<file path="src/rtl/hom_pkg.sv">
// package: shared types and constants of the homing sequencer for methods 15 to 26
package hom_pkg;

    localparam int POS_W = 32;
    localparam int METH_W = 8;
    localparam int IDX_W = 2;

    // method numbers as selected by the controlling party
    localparam logic [METH_W-1:0] M15 = 8'h0F;
    localparam logic [METH_W-1:0] M16 = 8'h10;
    localparam logic [METH_W-1:0] M17 = 8'h11;
    localparam logic [METH_W-1:0] M18 = 8'h12;
    localparam logic [METH_W-1:0] M19 = 8'h13;
    localparam logic [METH_W-1:0] M20 = 8'h14;
    localparam logic [METH_W-1:0] M21 = 8'h15;
    localparam logic [METH_W-1:0] M22 = 8'h16;
    localparam logic [METH_W-1:0] M23 = 8'h17;
    localparam logic [METH_W-1:0] M24 = 8'h18;
    localparam logic [METH_W-1:0] M25 = 8'h19;
    localparam logic [METH_W-1:0] M26 = 8'h1A;

    localparam logic SPD_FAST = 1'b1;
    localparam logic SPD_SLOW = 1'b0;
    localparam logic DIR_FWD = 1'b1;
    localparam logic DIR_REV = 1'b0;
    localparam logic EDGE_RISE = 1'b1;
    localparam logic EDGE_FALL = 1'b0;

    localparam logic [IDX_W-1:0] IDX_FIRST = 2'h0;
    localparam logic [IDX_W-1:0] IDX_ONE = 2'h1;
    localparam logic [IDX_W-1:0] IDX_STEP = 2'h1;
    localparam logic [IDX_W-1:0] IDX_TWO = 2'h2;

    // switch vector index: reverse limit, forward limit, home switch
    typedef enum logic [1:0] {SIG_REV, SIG_FWD, SIG_HOME} hom_sig_e;
    // start condition: signal off, signal on, limit touched during fast search
    typedef enum logic [1:0] {VAR_A, VAR_B, VAR_C} hom_var_e;
    typedef enum logic [1:0] {ST_IDLE, ST_MOVE, ST_STOP} hom_state_e;

    typedef struct packed {
        logic run;
        logic fwd;
        logic fast;
    } hom_motion_s;

    typedef struct packed {
        logic valid;
        logic fast;
        logic fwd;
        hom_sig_e sig;
        logic rise;
    } hom_step_s;

    localparam hom_motion_s MOTION_OFF = '{run: 1'b0, fwd: 1'b0, fast: 1'b0};
    localparam hom_step_s STEP_NONE = '{valid: 1'b0, fast: 1'b0, fwd: 1'b0,
                                        sig: SIG_REV, rise: 1'b0};
    localparam logic [2:0] SW_RESET = 3'h0;
    localparam logic [POS_W-1:0] POS_RESET = 32'h0;

endpackage

</file>
<file path="src/rtl/hom_sequencer.sv">
// homing sequencer: switch edge searches for methods 15 to 26 of a servo drive
//
// What this block does
// - method 15 takes present position as home and clears absolute position.
// - method 16 is reserved; a start with it is refused, nothing moves.
// - method 17: fast reverse to reverse limit rise, stop, slow forward to fall.
// - method 17 with reverse limit on: slow forward to its falling edge only.
// - method 18: fast forward to forward limit rise, stop, slow reverse to fall.
// - method 19: fast forward to home rise, stop, slow reverse to fall.
// - method 19 with home on: slow reverse to home falling edge only.
// - method 20: fast fwd rise, stop, slow rev fall, slow fwd rise; on: skip fast.
// - method 21: fast rev rise, stop, slow fwd fall; on: slow fwd only.
// - method 22: fast rev rise, stop, slow fwd fall, slow rev rise.
// - method 23: fast fwd rise, stop, slow rev fall; on: slow rev only.
// - method 23 limit hit: fast rev to fall, slow fwd rise, slow rev fall.
// - method 24: fast fwd rise, stop, slow rev fall, slow fwd rise; on: skip fast.
// - method 24 limit hit: fast rev to fall, stop, slow fwd to rise.
// - method 25: fast fwd to fall, stop, slow rev to rise.
// - method 25 limit hit: fast rev rise, stop, slow fwd fall, slow rev rise.
// - method 26: fast fwd to fall, stop, slow rev rise, slow fwd fall.
// - method 26 limit hit: fast rev to rise, stop, slow fwd to fall.
`timescale 1ns/1ps

module hom_sequencer (
    input wire logic i_mclk,
    input wire logic i_sys_rst,
    input wire logic i_start,
    input wire logic [hom_pkg::METH_W-1:0] i_method,
    input wire logic i_home_sw,
    input wire logic i_fwd_lim,
    input wire logic i_rev_lim,
    input wire logic i_at_zero,
    input wire logic [hom_pkg::POS_W-1:0] i_position,
    output hom_pkg::hom_motion_s o_motion,
    output logic o_busy,
    output logic o_done,
    output logic o_reject,
    output logic o_abs_clear,
    output logic [hom_pkg::POS_W-1:0] o_home_pos
);
    import hom_pkg::*;

    function automatic hom_step_s mk(input logic fast, input logic fwd,
                                     input hom_sig_e sig, input logic rise);
        return '{valid: 1'b1, fast: fast, fwd: fwd, sig: sig, rise: rise};
    endfunction

    // step table: one entry per edge search, indexed by method, start case and step
    function automatic hom_step_s step_of(input logic [METH_W-1:0] m, input hom_var_e v,
                                          input logic [IDX_W-1:0] ix);
        hom_step_s s0;
        hom_step_s s1;
        hom_step_s s2;
        hom_step_s r;
        s0 = STEP_NONE;
        s1 = STEP_NONE;
        s2 = STEP_NONE;
        case (m)
            M17: begin
                if (v == VAR_A) begin
                    s0 = mk(SPD_FAST, DIR_REV, SIG_REV, EDGE_RISE);
                    s1 = mk(SPD_SLOW, DIR_FWD, SIG_REV, EDGE_FALL);
                end else begin
                    s0 = mk(SPD_SLOW, DIR_FWD, SIG_REV, EDGE_FALL);
                end
            end
            M18: begin
                if (v == VAR_A) begin
                    s0 = mk(SPD_FAST, DIR_FWD, SIG_FWD, EDGE_RISE);
                    s1 = mk(SPD_SLOW, DIR_REV, SIG_FWD, EDGE_FALL);
                end else begin
                    s0 = mk(SPD_SLOW, DIR_REV, SIG_FWD, EDGE_FALL);
                end
            end
            M19: begin
                if (v == VAR_A) begin
                    s0 = mk(SPD_FAST, DIR_FWD, SIG_HOME, EDGE_RISE);
                    s1 = mk(SPD_SLOW, DIR_REV, SIG_HOME, EDGE_FALL);
                end else begin
                    s0 = mk(SPD_SLOW, DIR_REV, SIG_HOME, EDGE_FALL);
                end
            end
            M20, M24: begin
                if (v == VAR_A) begin
                    s0 = mk(SPD_FAST, DIR_FWD, SIG_HOME, EDGE_RISE);
                    s1 = mk(SPD_SLOW, DIR_REV, SIG_HOME, EDGE_FALL);
                    s2 = mk(SPD_SLOW, DIR_FWD, SIG_HOME, EDGE_RISE);
                end else if (v == VAR_B) begin
                    s0 = mk(SPD_SLOW, DIR_REV, SIG_HOME, EDGE_FALL);
                    s1 = mk(SPD_SLOW, DIR_FWD, SIG_HOME, EDGE_RISE);
                end else begin
                    s0 = mk(SPD_FAST, DIR_REV, SIG_HOME, EDGE_FALL);
                    s1 = mk(SPD_SLOW, DIR_FWD, SIG_HOME, EDGE_RISE);
                end
            end
            M21: begin
                if (v == VAR_A) begin
                    s0 = mk(SPD_FAST, DIR_REV, SIG_HOME, EDGE_RISE);
                    s1 = mk(SPD_SLOW, DIR_FWD, SIG_HOME, EDGE_FALL);
                end else begin
                    s0 = mk(SPD_SLOW, DIR_FWD, SIG_HOME, EDGE_FALL);
                end
            end
            M22: begin
                // switch already on: begin at the slow forward step, as the fast one is moot
                if (v == VAR_A) begin
                    s0 = mk(SPD_FAST, DIR_REV, SIG_HOME, EDGE_RISE);
                    s1 = mk(SPD_SLOW, DIR_FWD, SIG_HOME, EDGE_FALL);
                    s2 = mk(SPD_SLOW, DIR_REV, SIG_HOME, EDGE_RISE);
                end else begin
                    s0 = mk(SPD_SLOW, DIR_FWD, SIG_HOME, EDGE_FALL);
                    s1 = mk(SPD_SLOW, DIR_REV, SIG_HOME, EDGE_RISE);
                end
            end
            M23: begin
                if (v == VAR_A) begin
                    s0 = mk(SPD_FAST, DIR_FWD, SIG_HOME, EDGE_RISE);
                    s1 = mk(SPD_SLOW, DIR_REV, SIG_HOME, EDGE_FALL);
                end else if (v == VAR_B) begin
                    s0 = mk(SPD_SLOW, DIR_REV, SIG_HOME, EDGE_FALL);
                end else begin
                    s0 = mk(SPD_FAST, DIR_REV, SIG_HOME, EDGE_FALL);
                    s1 = mk(SPD_SLOW, DIR_FWD, SIG_HOME, EDGE_RISE);
                    s2 = mk(SPD_SLOW, DIR_REV, SIG_HOME, EDGE_FALL);
                end
            end
            M25, M26: begin
                if (v != VAR_C) begin
                    s0 = mk(SPD_FAST, DIR_FWD, SIG_HOME, EDGE_FALL);
                    s1 = mk(SPD_SLOW, DIR_REV, SIG_HOME, EDGE_RISE);
                    if (m == M26) begin
                        s2 = mk(SPD_SLOW, DIR_FWD, SIG_HOME, EDGE_FALL);
                    end
                end else begin
                    s0 = mk(SPD_FAST, DIR_REV, SIG_HOME, EDGE_RISE);
                    s1 = mk(SPD_SLOW, DIR_FWD, SIG_HOME, EDGE_FALL);
                    if (m == M25) begin
                        s2 = mk(SPD_SLOW, DIR_REV, SIG_HOME, EDGE_RISE);
                    end
                end
            end
            default: s0 = STEP_NONE;
        endcase
        if (ix == IDX_FIRST) begin
            r = s0;
        end else if (ix == IDX_ONE) begin
            r = s1;
        end else if (ix == IDX_TWO) begin
            r = s2;
        end else begin
            r = STEP_NONE;
        end
        return r;
    endfunction

    function automatic logic limit_reverses(input logic [METH_W-1:0] m);
        return (m == M23) || (m == M24) || (m == M25) || (m == M26);
    endfunction

    function automatic hom_motion_s motion_of(input hom_step_s s);
        return '{run: s.valid, fwd: s.fwd, fast: s.fast};
    endfunction

    // switch pins are asynchronous: two flops, then one more for edge detection
    logic [2:0] sw_meta_q, sw_sync_q, sw_prev_q;
    logic [2:0] sw_rise, sw_fall;

    always_ff @(posedge i_mclk or posedge i_sys_rst) begin
        if (i_sys_rst) begin
            sw_meta_q <= SW_RESET;
            sw_sync_q <= SW_RESET;
            sw_prev_q <= SW_RESET;
        end else begin
            sw_meta_q <= {i_home_sw, i_fwd_lim, i_rev_lim};
            sw_sync_q <= sw_meta_q;
            sw_prev_q <= sw_sync_q;
        end
    end

    assign sw_rise = sw_sync_q & ~sw_prev_q;
    assign sw_fall = ~sw_sync_q & sw_prev_q;

    hom_state_e state_q;
    hom_var_e var_q, var_d;
    logic [METH_W-1:0] meth_q;
    logic [IDX_W-1:0] idx_q;
    hom_step_s cur, nxt;
    logic idle_start, edge_hit, limit_hit, finish, is_motion_method;

    assign idle_start = i_start && (state_q == ST_IDLE);
    assign is_motion_method = step_of(i_method, VAR_A, IDX_FIRST).valid;

    // start case: the switch searched for first decides whether the fast pass is skipped, except in methods 25 and 26, which always start fast
    always_comb begin
        var_d = VAR_A;
        if (i_method == M17) begin
            var_d = sw_sync_q[SIG_REV] ? VAR_B : VAR_A;
        end else if (i_method == M18) begin
            var_d = sw_sync_q[SIG_FWD] ? VAR_B : VAR_A;
        end else begin
            var_d = sw_sync_q[SIG_HOME] ? VAR_B : VAR_A;
        end
    end

    assign cur = step_of(meth_q, var_q, idx_q);
    assign nxt = step_of(meth_q, var_q, idx_q + IDX_STEP);
    assign edge_hit = (state_q == ST_MOVE) && cur.valid &&
                      (cur.rise ? sw_rise[cur.sig] : sw_fall[cur.sig]);
    // limit only turns the search round during the first fast forward pass
    assign limit_hit = (state_q == ST_MOVE) && limit_reverses(meth_q) && (var_q != VAR_C) &&
                       cur.fast && cur.fwd && sw_rise[SIG_FWD];
    assign finish = edge_hit && !limit_hit && !cur.fast && !nxt.valid;

    always_ff @(posedge i_mclk or posedge i_sys_rst) begin
        if (i_sys_rst) begin
            state_q <= ST_IDLE;
            var_q <= VAR_A;
            meth_q <= M15;
            idx_q <= IDX_FIRST;
            o_motion <= MOTION_OFF;
        end else begin
            case (state_q)
                ST_IDLE: begin
                    if (idle_start && is_motion_method) begin
                        meth_q <= i_method;
                        var_q <= var_d;
                        idx_q <= IDX_FIRST;
                        o_motion <= motion_of(step_of(i_method, var_d, IDX_FIRST));
                        state_q <= ST_MOVE;
                    end
                end
                ST_MOVE: begin
                    if (limit_hit) begin
                        var_q <= VAR_C;
                        idx_q <= IDX_FIRST;
                        o_motion <= MOTION_OFF;
                        state_q <= ST_STOP;
                    end else if (edge_hit && cur.fast) begin
                        idx_q <= idx_q + IDX_STEP;
                        o_motion <= MOTION_OFF;
                        state_q <= ST_STOP;
                    end else if (edge_hit && nxt.valid) begin
                        // slow to slow: direction flips without a deceleration wait
                        idx_q <= idx_q + IDX_STEP;
                        o_motion <= motion_of(nxt);
                    end else if (finish) begin
                        o_motion <= MOTION_OFF;
                        state_q <= ST_IDLE;
                    end
                end
                ST_STOP: begin
                    // wait for zero speed before reversing
                    if (i_at_zero) begin
                        o_motion <= motion_of(cur);
                        state_q <= ST_MOVE;
                    end
                end
                default: begin
                    state_q <= ST_IDLE;
                end
            endcase
        end
    end

    always_ff @(posedge i_mclk or posedge i_sys_rst) begin
        if (i_sys_rst) begin
            o_home_pos <= POS_RESET;
            o_done <= 1'b0;
            o_abs_clear <= 1'b0;
            o_reject <= 1'b0;
        end else begin
            o_done <= 1'b0;
            o_abs_clear <= 1'b0;
            o_reject <= 1'b0;
            if (idle_start && (i_method == M15)) begin
                o_home_pos <= i_position;
                o_abs_clear <= 1'b1;
                o_done <= 1'b1;
            end else if (idle_start && !is_motion_method) begin
                o_reject <= 1'b1;
            end else if (finish) begin
                o_home_pos <= i_position;
                o_done <= 1'b1;
            end
        end
    end

    always_ff @(posedge i_mclk or posedge i_sys_rst) begin
        if (i_sys_rst) begin
            o_busy <= 1'b0;
        end else begin
            o_busy <= (idle_start && is_motion_method) ||
                      ((state_q != ST_IDLE) && !finish);
        end
    end
endmodule

</file>
<file path="config.mk">
export PLATFORM = sky130hd
export DESIGN_NAME = hom_sequencer
export DESIGN_NICKNAME = d
export VERILOG_FILES = /design/src/rtl/hom_pkg.sv /design/src/rtl/hom_sequencer.sv
export SDC_FILE = /design/constraint.sdc
export NUM_CORES = 1
export LEC_CHECK = 0
export BUFFER_PORTS_ARGS = -buffer_cell sky130_fd_sc_hd__buf_2
export CORE_MARGIN = 5
export CORE_UTILIZATION = 30
export CTS_CLUSTER_SIZE = 14
export DETAILED_ROUTE_END_ITERATION = 12
export PLACE_DENSITY_LB_ADDON = 0.12
export SETUP_SLACK_MARGIN = 0.3
export SLEW_MARGIN = 40
export SYNTH_ARGS = -nofsm -noshare
export SYNTH_HDL_FRONTEND = slang
export SYNTH_SLANG_ARGS = --single-unit
</file>
<file path="constraint.sdc">
create_clock -name i_mclk -period 4 [get_ports i_mclk]
set_input_delay 0.8 -clock i_mclk [delete_from_list [all_inputs] [get_ports i_mclk]]
set_output_delay 0.8 -clock i_mclk [all_outputs]
set_load 0.05 [all_outputs]
</file>
# Yosys cells after proc, flatten, opt, wreduce, memory -nomap -nowiden
# Cells that the tools add are included.
[word_totals]
out_inout_bits = 39
register_bits = 62
word_cells = 191
[classes]
addsub = 1
n_eq_ne = 39
order_cmp = 1
muxes = 82
bitwise = 4
reduce_logical = 49
[ops]
columns = ["cell", "n"]
rows = [
  ["$eq 8x5->1 const B", 20],
  ["$mux 6", 19],
  ["$mux 32", 3],
  ["$pmux 6 s6", 2],
  ["$mux 5", 12],
  ["$pmux 6 s8", 1],
  ["$pmux 6 s5", 1],
  ["$mux 2", 12],
  ["$pmux 6 s4", 1],
  ["$mux 4", 5],
  ["$mux 3", 6],
  ["$logic_and 1x1->1", 17],
  ["$mux 1", 14],
  ["$eq 2x1->1 const B", 5],
  ["$logic_not 2->1", 5],
  ["$ne 2x2->1 const B", 5],
  ["$reduce_or 2->1", 5],
  ["$pmux 3 s3", 1],
  ["$eq 8x4->1 const B", 1],
  ["$pmux 2 s2", 2],
  ["$reduce_and 4->1", 2],
  ["$and 3x3->3", 2],
  ["$eq 2x2->1 const B", 3],
  ["$not 3->3", 2],
  ["17 further kinds", 30],
]

# Logic depth before layout (Yosys ltp)
# Gate-level depths: netlist of the first run.
[logic_depth]
word_depth = 19
depth_mapped = 12

# Worst setup path before layout of the first run
# Ideal clock, no wire load.
[synth_timing]
kind = "register -> register"
startpoint = "register meth_q[5]"
endpoint = "register o_home_pos[10] in the netlist's numbering"
setup_time_ns = 0.125
required_time_ns = 3.875
period_less_slack_ns = 2.985
path_buffers = 2
path_slack_ns = 1.015
arrival_ns = 2.860
stages_incl_launch_ff = 12
cell_sequence = "dfrtp_1 or4b_1 buf_2 nor4_2 nand3_1 o211ai_2 and3b_1 a311oi_4 nand2_4 a21oi_4 buf_6 mux2_4"
[synth_via]
elab_chain_len = 16
[synth_lines]
columns = ["item", "line", "source"]
rows = [
  ["start: declaration", "hom_sequencer.sv:185", "logic [METH_W-1:0] meth_q;"],
  ["start signal: assignment", "hom_sequencer.sv:225", "meth_q <= i_method;"],
  ["$eq 8x5->1, on equally long branches", "--", ""],
  ["$mux 6, on equally long branches", "hom_sequencer.sv:137, hom_sequencer.sv:131", ""],
  ["$mux 6", "hom_sequencer.sv:128", "if (v != VAR_C) begin"],
  ["$pmux 6 s4", "hom_sequencer.sv:58", "case (m)"],
  ["$mux 6", "hom_sequencer.sv:148", "end else if (ix == IDX_TWO) begin"],
  ["$mux 6", "hom_sequencer.sv:146", "end else if (ix == IDX_ONE) begin"],
  ["$mux 6", "hom_sequencer.sv:144", "if (ix == IDX_FIRST) begin"],
  ["$bmux 1 s2", "hom_sequencer.sv:208", "(cur.rise ? sw_rise[cur.sig] : sw_fall[cur.sig]);"],
  ["$mux 1 (not written as such)", "hom_sequencer.sv:208", ""],
  ["$mux 1", "hom_sequencer.sv:208", ""],
  ["$logic_and 1x1->1", "hom_sequencer.sv:207", "assign edge_hit = (state_q == ST_MOVE) && cur.valid &&"],
  ["$logic_and 1x1->1 (2 in a row)", "hom_sequencer.sv:212", "assign finish = edge_hit && !limit_hit && !cur.fast && !nxt.valid;"],
  ["$logic_and 1x1->1 (*)", "hom_sequencer.sv:212", ""],
  ["$reduce_bool 2->1 (no source line) (*)", "--", ""],
  ["$reduce_and 2->1 (no source line) (*)", "--", ""],
  ["end signal: assignment", "hom_sequencer.sv:276", "o_home_pos <= i_position;"],
  ["end signal: assignment", "hom_sequencer.sv:282", "o_home_pos <= i_position;"],
  ["end: declaration", "hom_sequencer.sv:39", "output logic [hom_pkg::POS_W-1:0] o_home_pos"],
]
# Every way passes the cells marked *; elsewhere a longest branch is shown, timed or not. The select of a mux whose other input is x is not followed.
# A chain may end at the register's enable or synchronous reset.

# Worst setup path after layout of the first run
[layout_timing]
startpoint = "register meth_q[5]"
endpoint = "register o_home_pos[1] in the netlist's numbering"
# The elaborated chain is that of the path after synthesis.

==> results of run 1 <==
-- final cells by class --
class	count	area [µm²]
Clock buffer	11	233
Multi-Input combinational cell	275	2110
Inverter	20	77.6
Fill cell	1298	7890
Tap cell	172	215
Sequential cell	62	1560
Clock inverter	4	48.8
Timing Repair Buffer	92	490
-- routing by layer --
metal | vias to the layer above | wire, µm | GRT usage (%)
met1 | 1473 | 4740 | 18.5
met3 | 16 | 516 | 3.75
met2 | 73 | 4500 | 20.3
met4 | 0 | 221 | 6.02
met5 | - | 0 | 0
li1 | 1531 | - | -
-- cell families after synthesis --
group	after synthesis	share of synthesized area, %
AO/OA/AOI/OAI	90	16.8
XOR/XNOR	6	1.37
adder cells (fa/ha/maj)	9	2.93
buffers and inverters	41	4.75
flip-flops	62	40.4
multiplexers	43	15.2
AND/OR/NAND/NOR	127	18.5
-- metrics by stage --
step	hold WS [ns]	utilization [%]	cells	power, W	worst slack (ns)
after floorplan	0.331	-	378	0.000678	1.01
after global placement	0.334	35.2	621	0.000709	0.677
after detailed placement	0.336	35.3	621	0.000711	0.623
after CTS	0.348	37.5	636	0.00146	0.616
after global routing	0.352	37.5	636	0.00149	0.435
final	0.347	37.5	636	0.00143	0.600
-- state kept, by name (all words and copies together) (netlist names) --
name and cells:
sw_prev_q 3, state_q 2, meth_q 8, o_reject 1, o_home_pos 32, o_busy 1
o_done 1, o_motion 3, var_q 2, o_abs_clear 1, sw_meta_q 3, idx_q 2
sw_sync_q 3
-- critical path, stage by stage (launching register included) --
cell      delay (ns)
dfrtp_1         0.41
or4b_1          0.73
nor4_2          0.33
nand3_1         0.16
o211ai_2        0.15
and3b_1         0.24
a311oi_4        0.34
nand2_4         0.12
a21oi_4         0.16
buf_12          0.26
mux2_2          0.36
-- synth_stat cells, drive strengths merged, types with 6 or more instances --
cell	n	area share, %
a21oi	19	2.8
o32ai	6	1.4
buf	10	1.7
nor2b	11	1.8
dfrtp	58	38
mux2i	9	2.3
mux2	34	13
inv	20	2.0
nand2	37	3.8
ha	9	2.9
o21ai	20	2.7
nand3	9	1.2
clkbuf	11	1.1
nand2b	8	1.3
nor2	23	2.2
-- placed cells by master (no fill, tap or decap), drive strengths merged, types with 4 or more instances in the layout --
cell     n
dfrtp   58
inv     20
buf     92
nor2b   11
o21ai   20
clkbuf  11
nand2   37
and2     5
a21oi   19
nor4     5
dfstp    4
a31oi    4
mux2i    9
o22ai    5
nand2b   8
ha       9
o32ai    6
mux2    34
nand3    9
a32oi    4
nor2    23
-- worst max path at each step --
stage | startpoint | endpoint | slack, ns | cells past startpoint
after floorplan | meth_q[5]$_DFFE_PP0P_ | o_home_pos[10]$_DFFE_PP0P_ | 1.01 | 11
after global placement | meth_q[5]$_DFFE_PP0P_ | o_home_pos[1]$_DFFE_PP0P_ | 0.68 | 10
after detailed placement | meth_q[5]$_DFFE_PP0P_ | o_home_pos[1]$_DFFE_PP0P_ | 0.62 | 10
after CTS | meth_q[5]$_DFFE_PP0P_ | o_home_pos[1]$_DFFE_PP0P_ | 0.62 | 10
after global routing | meth_q[3]$_DFFE_PP1P_ | o_home_pos[12]$_DFFE_PP0P_ | 0.43 | 8
final | meth_q[5]$_DFFE_PP0P_ | o_home_pos[1]$_DFFE_PP0P_ | 0.60 | 10
-- where the power goes --
group	total [W]	switching [W]	internal [W]
clock	0.000733	0.000256	0.000477
sequential	0.000637	0.00000371	0.000633
combinational	0.0000623	0.0000349	0.0000274
==> results.cfg, run 1 <==
[clocking]
htree_levels = 3
cts_hold_buf = 0
clockRootBuffer = clkbuf_16
clkTransAtPathRegs_ns = 0.05
clkSinkCount = 62
clock_path_buffers = 2
cts_setup_buffers = 0
worst_skew_pair.late_latency_ns = 0.32
cts-buffers-inserted = 9
ctsResizeCount = 0
cts_tree = built

[die]
core_um2 = 12600
io_pins = 86
row_count = 41
die_y_um = 123
die-width_um = 123
die_area_um2 = 15200
initial_core_util_pct = 30.5

[synthesis]
synthArstFlopShare_pct = 100
ys_ff_latch = 62
ys_types = 69
synth_edf_count = 0
yosys_most_used_dff = dfrtp_1
seq_area_frac_synth_pct = 40.4
syn-cell-area_um2 = 3850
syn_avg_cell_area_um2 = 10.2
synth_nets = 434
syn_inst = 378
yosys_warnings = 0

[route]
num_vias = 3093
routed_wirelength_um = 9980
dr.pass1.iters = 4
drc = 0
detail-route-antenna-nets = 0
viasPerCell = 4.86
wire_per_inst_um = 15.7
drt_iter0_markers = 116

[global_route]
grt_util_all_layers_pct = 13.7
grt_overflow = 0
grt_start_max_net_pins = 50
grt_pass1_wl_um = 16300
grt_pass1_vias = 3206
antenna_found_initial = 0

[timing]
clock_skew_ns = 0.00531
rsz0062_at_grt = no
slew_headroom_pct = 57.5
final-setup-viol-count = 0
fmax_mhz = 294
fin_crit_sh_pct = 85.0
finalHoldViolCount = 0
worst_slew_pin_slew_ns = 0.632
tns_ns = 0
drv_slew = 0
fin_crit_ns = 3.40

[pwr]
ir_drop_v = 0.000199
p_per_area_nw_per_um2 = 303
leakage_nw = 2.39

[min_path]
hp-start = sw_meta_q[2]$_DFF_PP0_
worst_hold_path.endpoint = sw_sync_q[2]$_DFF_PP0_
hold_path.class = flip-flop to flip-flop
hold_path_depth = 0

[critical_path]
crit_path_max_fanout = 32
rr_endpoint = o_home_pos[1]$_DFFE_PP0P_
reg2reg_depth = 10
r2r_slack_ns = 0.60
r2r_start = meth_q[5]$_DFFE_PP0P_
start_kind = flip-flop
crit_path_end_kind = flip-flop
cp.required_ns = 4.21
arrival_ns = 3.61
criticalPathCategory = flip-flop to flip-flop

[final_layout]
area_delta_synth_final_pct = 22.9
fin_nets = 516
antenna_cells = 0
design_area_um2 = 4730
drive_above_1_share_pct = 33.6

[placement]
gp_congestion = 0.883
postPlaceCellArea_um2 = 4450
hpwl_um = 7440
io_buffers = 85

[status]
status = completed

[run]
drv_cap = 0
Note: power is estimated with default switching activity, not from simulation.
==> run 2: changes to the inputs <==
==> constraint.sdc (replaced) <==
create_clock -name i_mclk -period 3.38 [get_ports i_mclk]
set_input_delay 0.676 -clock i_mclk [delete_from_list [all_inputs] [get_ports i_mclk]]
set_output_delay 0.676 -clock i_mclk [all_outputs]
set_load 0.05 [all_outputs]
==> run 2 against run 1 <==
Flip-flop and latch count is the same; global-route usage rose by 1.3 points; critical endpoint is now o_home_pos[11]$_DFFE_PP0P_; hold slack worse by 0.0015 ns; via count up 7.1%; final cell count rose by 5.7%; combinational power rose by 27%; die area did not move; critical path depth rose by 1; clock-buffer cell count is the same; non-clock buffer count rose by 35; register-to-register slack worse by 0.29 ns; largest power group unchanged; utilization up 4.1 points.
==> results.cfg, run 2 (synthesis results as in run 1) <==
[status]
status = completed

[final_layout]
final_cell_mix = buf_2 (85), dfrtp_1 (56), nand2_1 (36)
area_delta_synth_final_pct = 36.5
design_area_um2 = 5250
final_common_cell = buf_2
regMostFlops = o_home_pos
multi_input_area_um2 = 2230
fin_nets = 551
top_regs = o_home_pos (32), meth_q (8)
largest_register_ffs = 32
antenna_cells = 0
fillers = 1274
seq_area_um2 = 1560
drive_above_1_share_pct = 42.6

[timing]
worst_slew_pin_slew_ns = 0.564
drv_slew = 0
rsz0062_at_grt = yes
slew_headroom_pct = 62.1
fin_crit_sh_pct = 90.8
fmax_mhz = 326
final-setup-viol-count = 0
finalHoldViolCount = 0
fin_crit_ns = 3.07
tns_ns = 0
clock_skew_ns = 0.00640
fin_ws_ns = 0.313

[critical_path]
cp.required_ns = 3.59
criticalPathCategory = flip-flop to flip-flop
arrival_ns = 3.28
crit_path_end_kind = flip-flop
start_kind = flip-flop
crit_path_max_fanout = 6

[placement]
postPlaceCellArea_um2 = 4570
pre_cts_ws_ns = 0.196
gp_congestion = 0.902
hpwl_um = 7880
io_buffers = 85

[clocking]
cts_tree = built
clockRootBuffer = clkbuf_16
clkTransAtPathRegs_ns = 0.05
clock_path_buffers = 2
cts_hold_buf = 0
cts-buffers-inserted = 9
worst_skew_pair.late_latency_ns = 0.32
clkSinkCount = 62
htree_levels = 3

[die]
row_count = 41
die-width_um = 123
die_y_um = 123
initial_core_util_pct = 30.5
die_area_um2 = 15200
core_um2 = 12600
io_pins = 86

[route]
drc = 0
routed_wirelength_um = 11000
top_layer = met4
viasPerCell = 4.93
detail-route-antenna-nets = 0
met3WireLength_um = 584
num_vias = 3314
dr_wl_met2_um = 5040
drt_iter0_markers = 167
wl_met1_um = 5210
dr.pass1.iters = 5
wire_per_inst_um = 16.4

[run]
drv_cap = 0

[pwr]
ir_drop_v = 0.000232
p_per_area_nw_per_um2 = 350
leakage_nw = 2.65

[global_route]
grt_pass1_vias = 3458
grt_start_max_net_pins = 39
grt_util_all_layers_pct = 14.9
grt_overflow = 0
grt_pass1_wl_um = 17800
antenna_found_initial = 0

[min_path]
hold_path.class = flip-flop to flip-flop
run 2: final cells by class:
class,instances,share of cell area [%]
clock buffers,11,4.81
clock inverters,5,1.55
inverters,20,1.48
multi-input cells,275,42.4
flip-flops and latches,62,29.8
well taps,172,4.10
repair buffers,127,15.9
run 2: timing repair:
item                                    4_1_cts  5_1_grt
pin swaps                                    10        8
setup buffers                                12        4
gates resized for setup                      25       12
endpoints found under the setup margin       33       41
gates cloned                                  2        1
run 2: where the power goes:
group          internal (W)  total [W]  switching (W)
sequential         0.000749   0.000753     0.00000429
combinational     0.0000356  0.0000794      0.0000439
clock              0.000685    0.00101       0.000324
total               0.00147    0.00184       0.000372
run 2: metal layers:
| metal | global-route usage (%) | up-vias |
|---|---|---|
| met5 | 0 | - |
| met4 | 6.09 | 0 |
| met3 | 3.61 | 15 |
| met2 | 22.6 | 96 |
| met1 | 20.5 | 1596 |
| li1 | - | 1607 |
run 2: worst paths after layout:
kind                                        start                         end  slack (ns)  depth (start not counted)
max                         meth_q[3]$_DFFE_PP1P_  o_home_pos[11]$_DFFE_PP0P_        0.31                         11
max in group asynchronous               i_sys_rst       meth_q[1]$_DFFE_PP1P_        2.36                          3
min reg2reg                sw_meta_q[0]$_DFF_PP0_      sw_sync_q[0]$_DFF_PP0_        0.35                          0
min                        sw_meta_q[0]$_DFF_PP0_      sw_sync_q[0]$_DFF_PP0_        0.35                          0
max reg2reg                 meth_q[3]$_DFFE_PP1P_  o_home_pos[11]$_DFFE_PP0P_        0.31                         11
min in group asynchronous               i_sys_rst  o_home_pos[14]$_DFFE_PP0P_        0.39                          2
run 2: through the flow:
stage / util, % / hold slack, ns / total power (W) / instances
global placement: 36.2 / 0.333 / 0.000843 / 637
CTS: 40.9 / 0.347 / 0.00188 / 667
floorplan: - / 0.331 / 0.000802 / 378
global route: 41.6 / 0.357 / 0.00191 / 672
finish: 41.6 / 0.345 / 0.00184 / 672
detailed placement: 36.2 / 0.335 / 0.000844 / 637
run 2: critical path, stage by stage (launching register included):
cell	delay, ns
dfstp_2	0.57
or3b_4	0.41
a211o_1	0.32
a21oi_2	0.15
o2bb2ai_2	0.09
and3b_2	0.22
a311oi_4	0.32
nand2_4	0.10
a21oi_4	0.17
buf_6	0.15
clkbuf_16	0.15
mux2_4	0.29
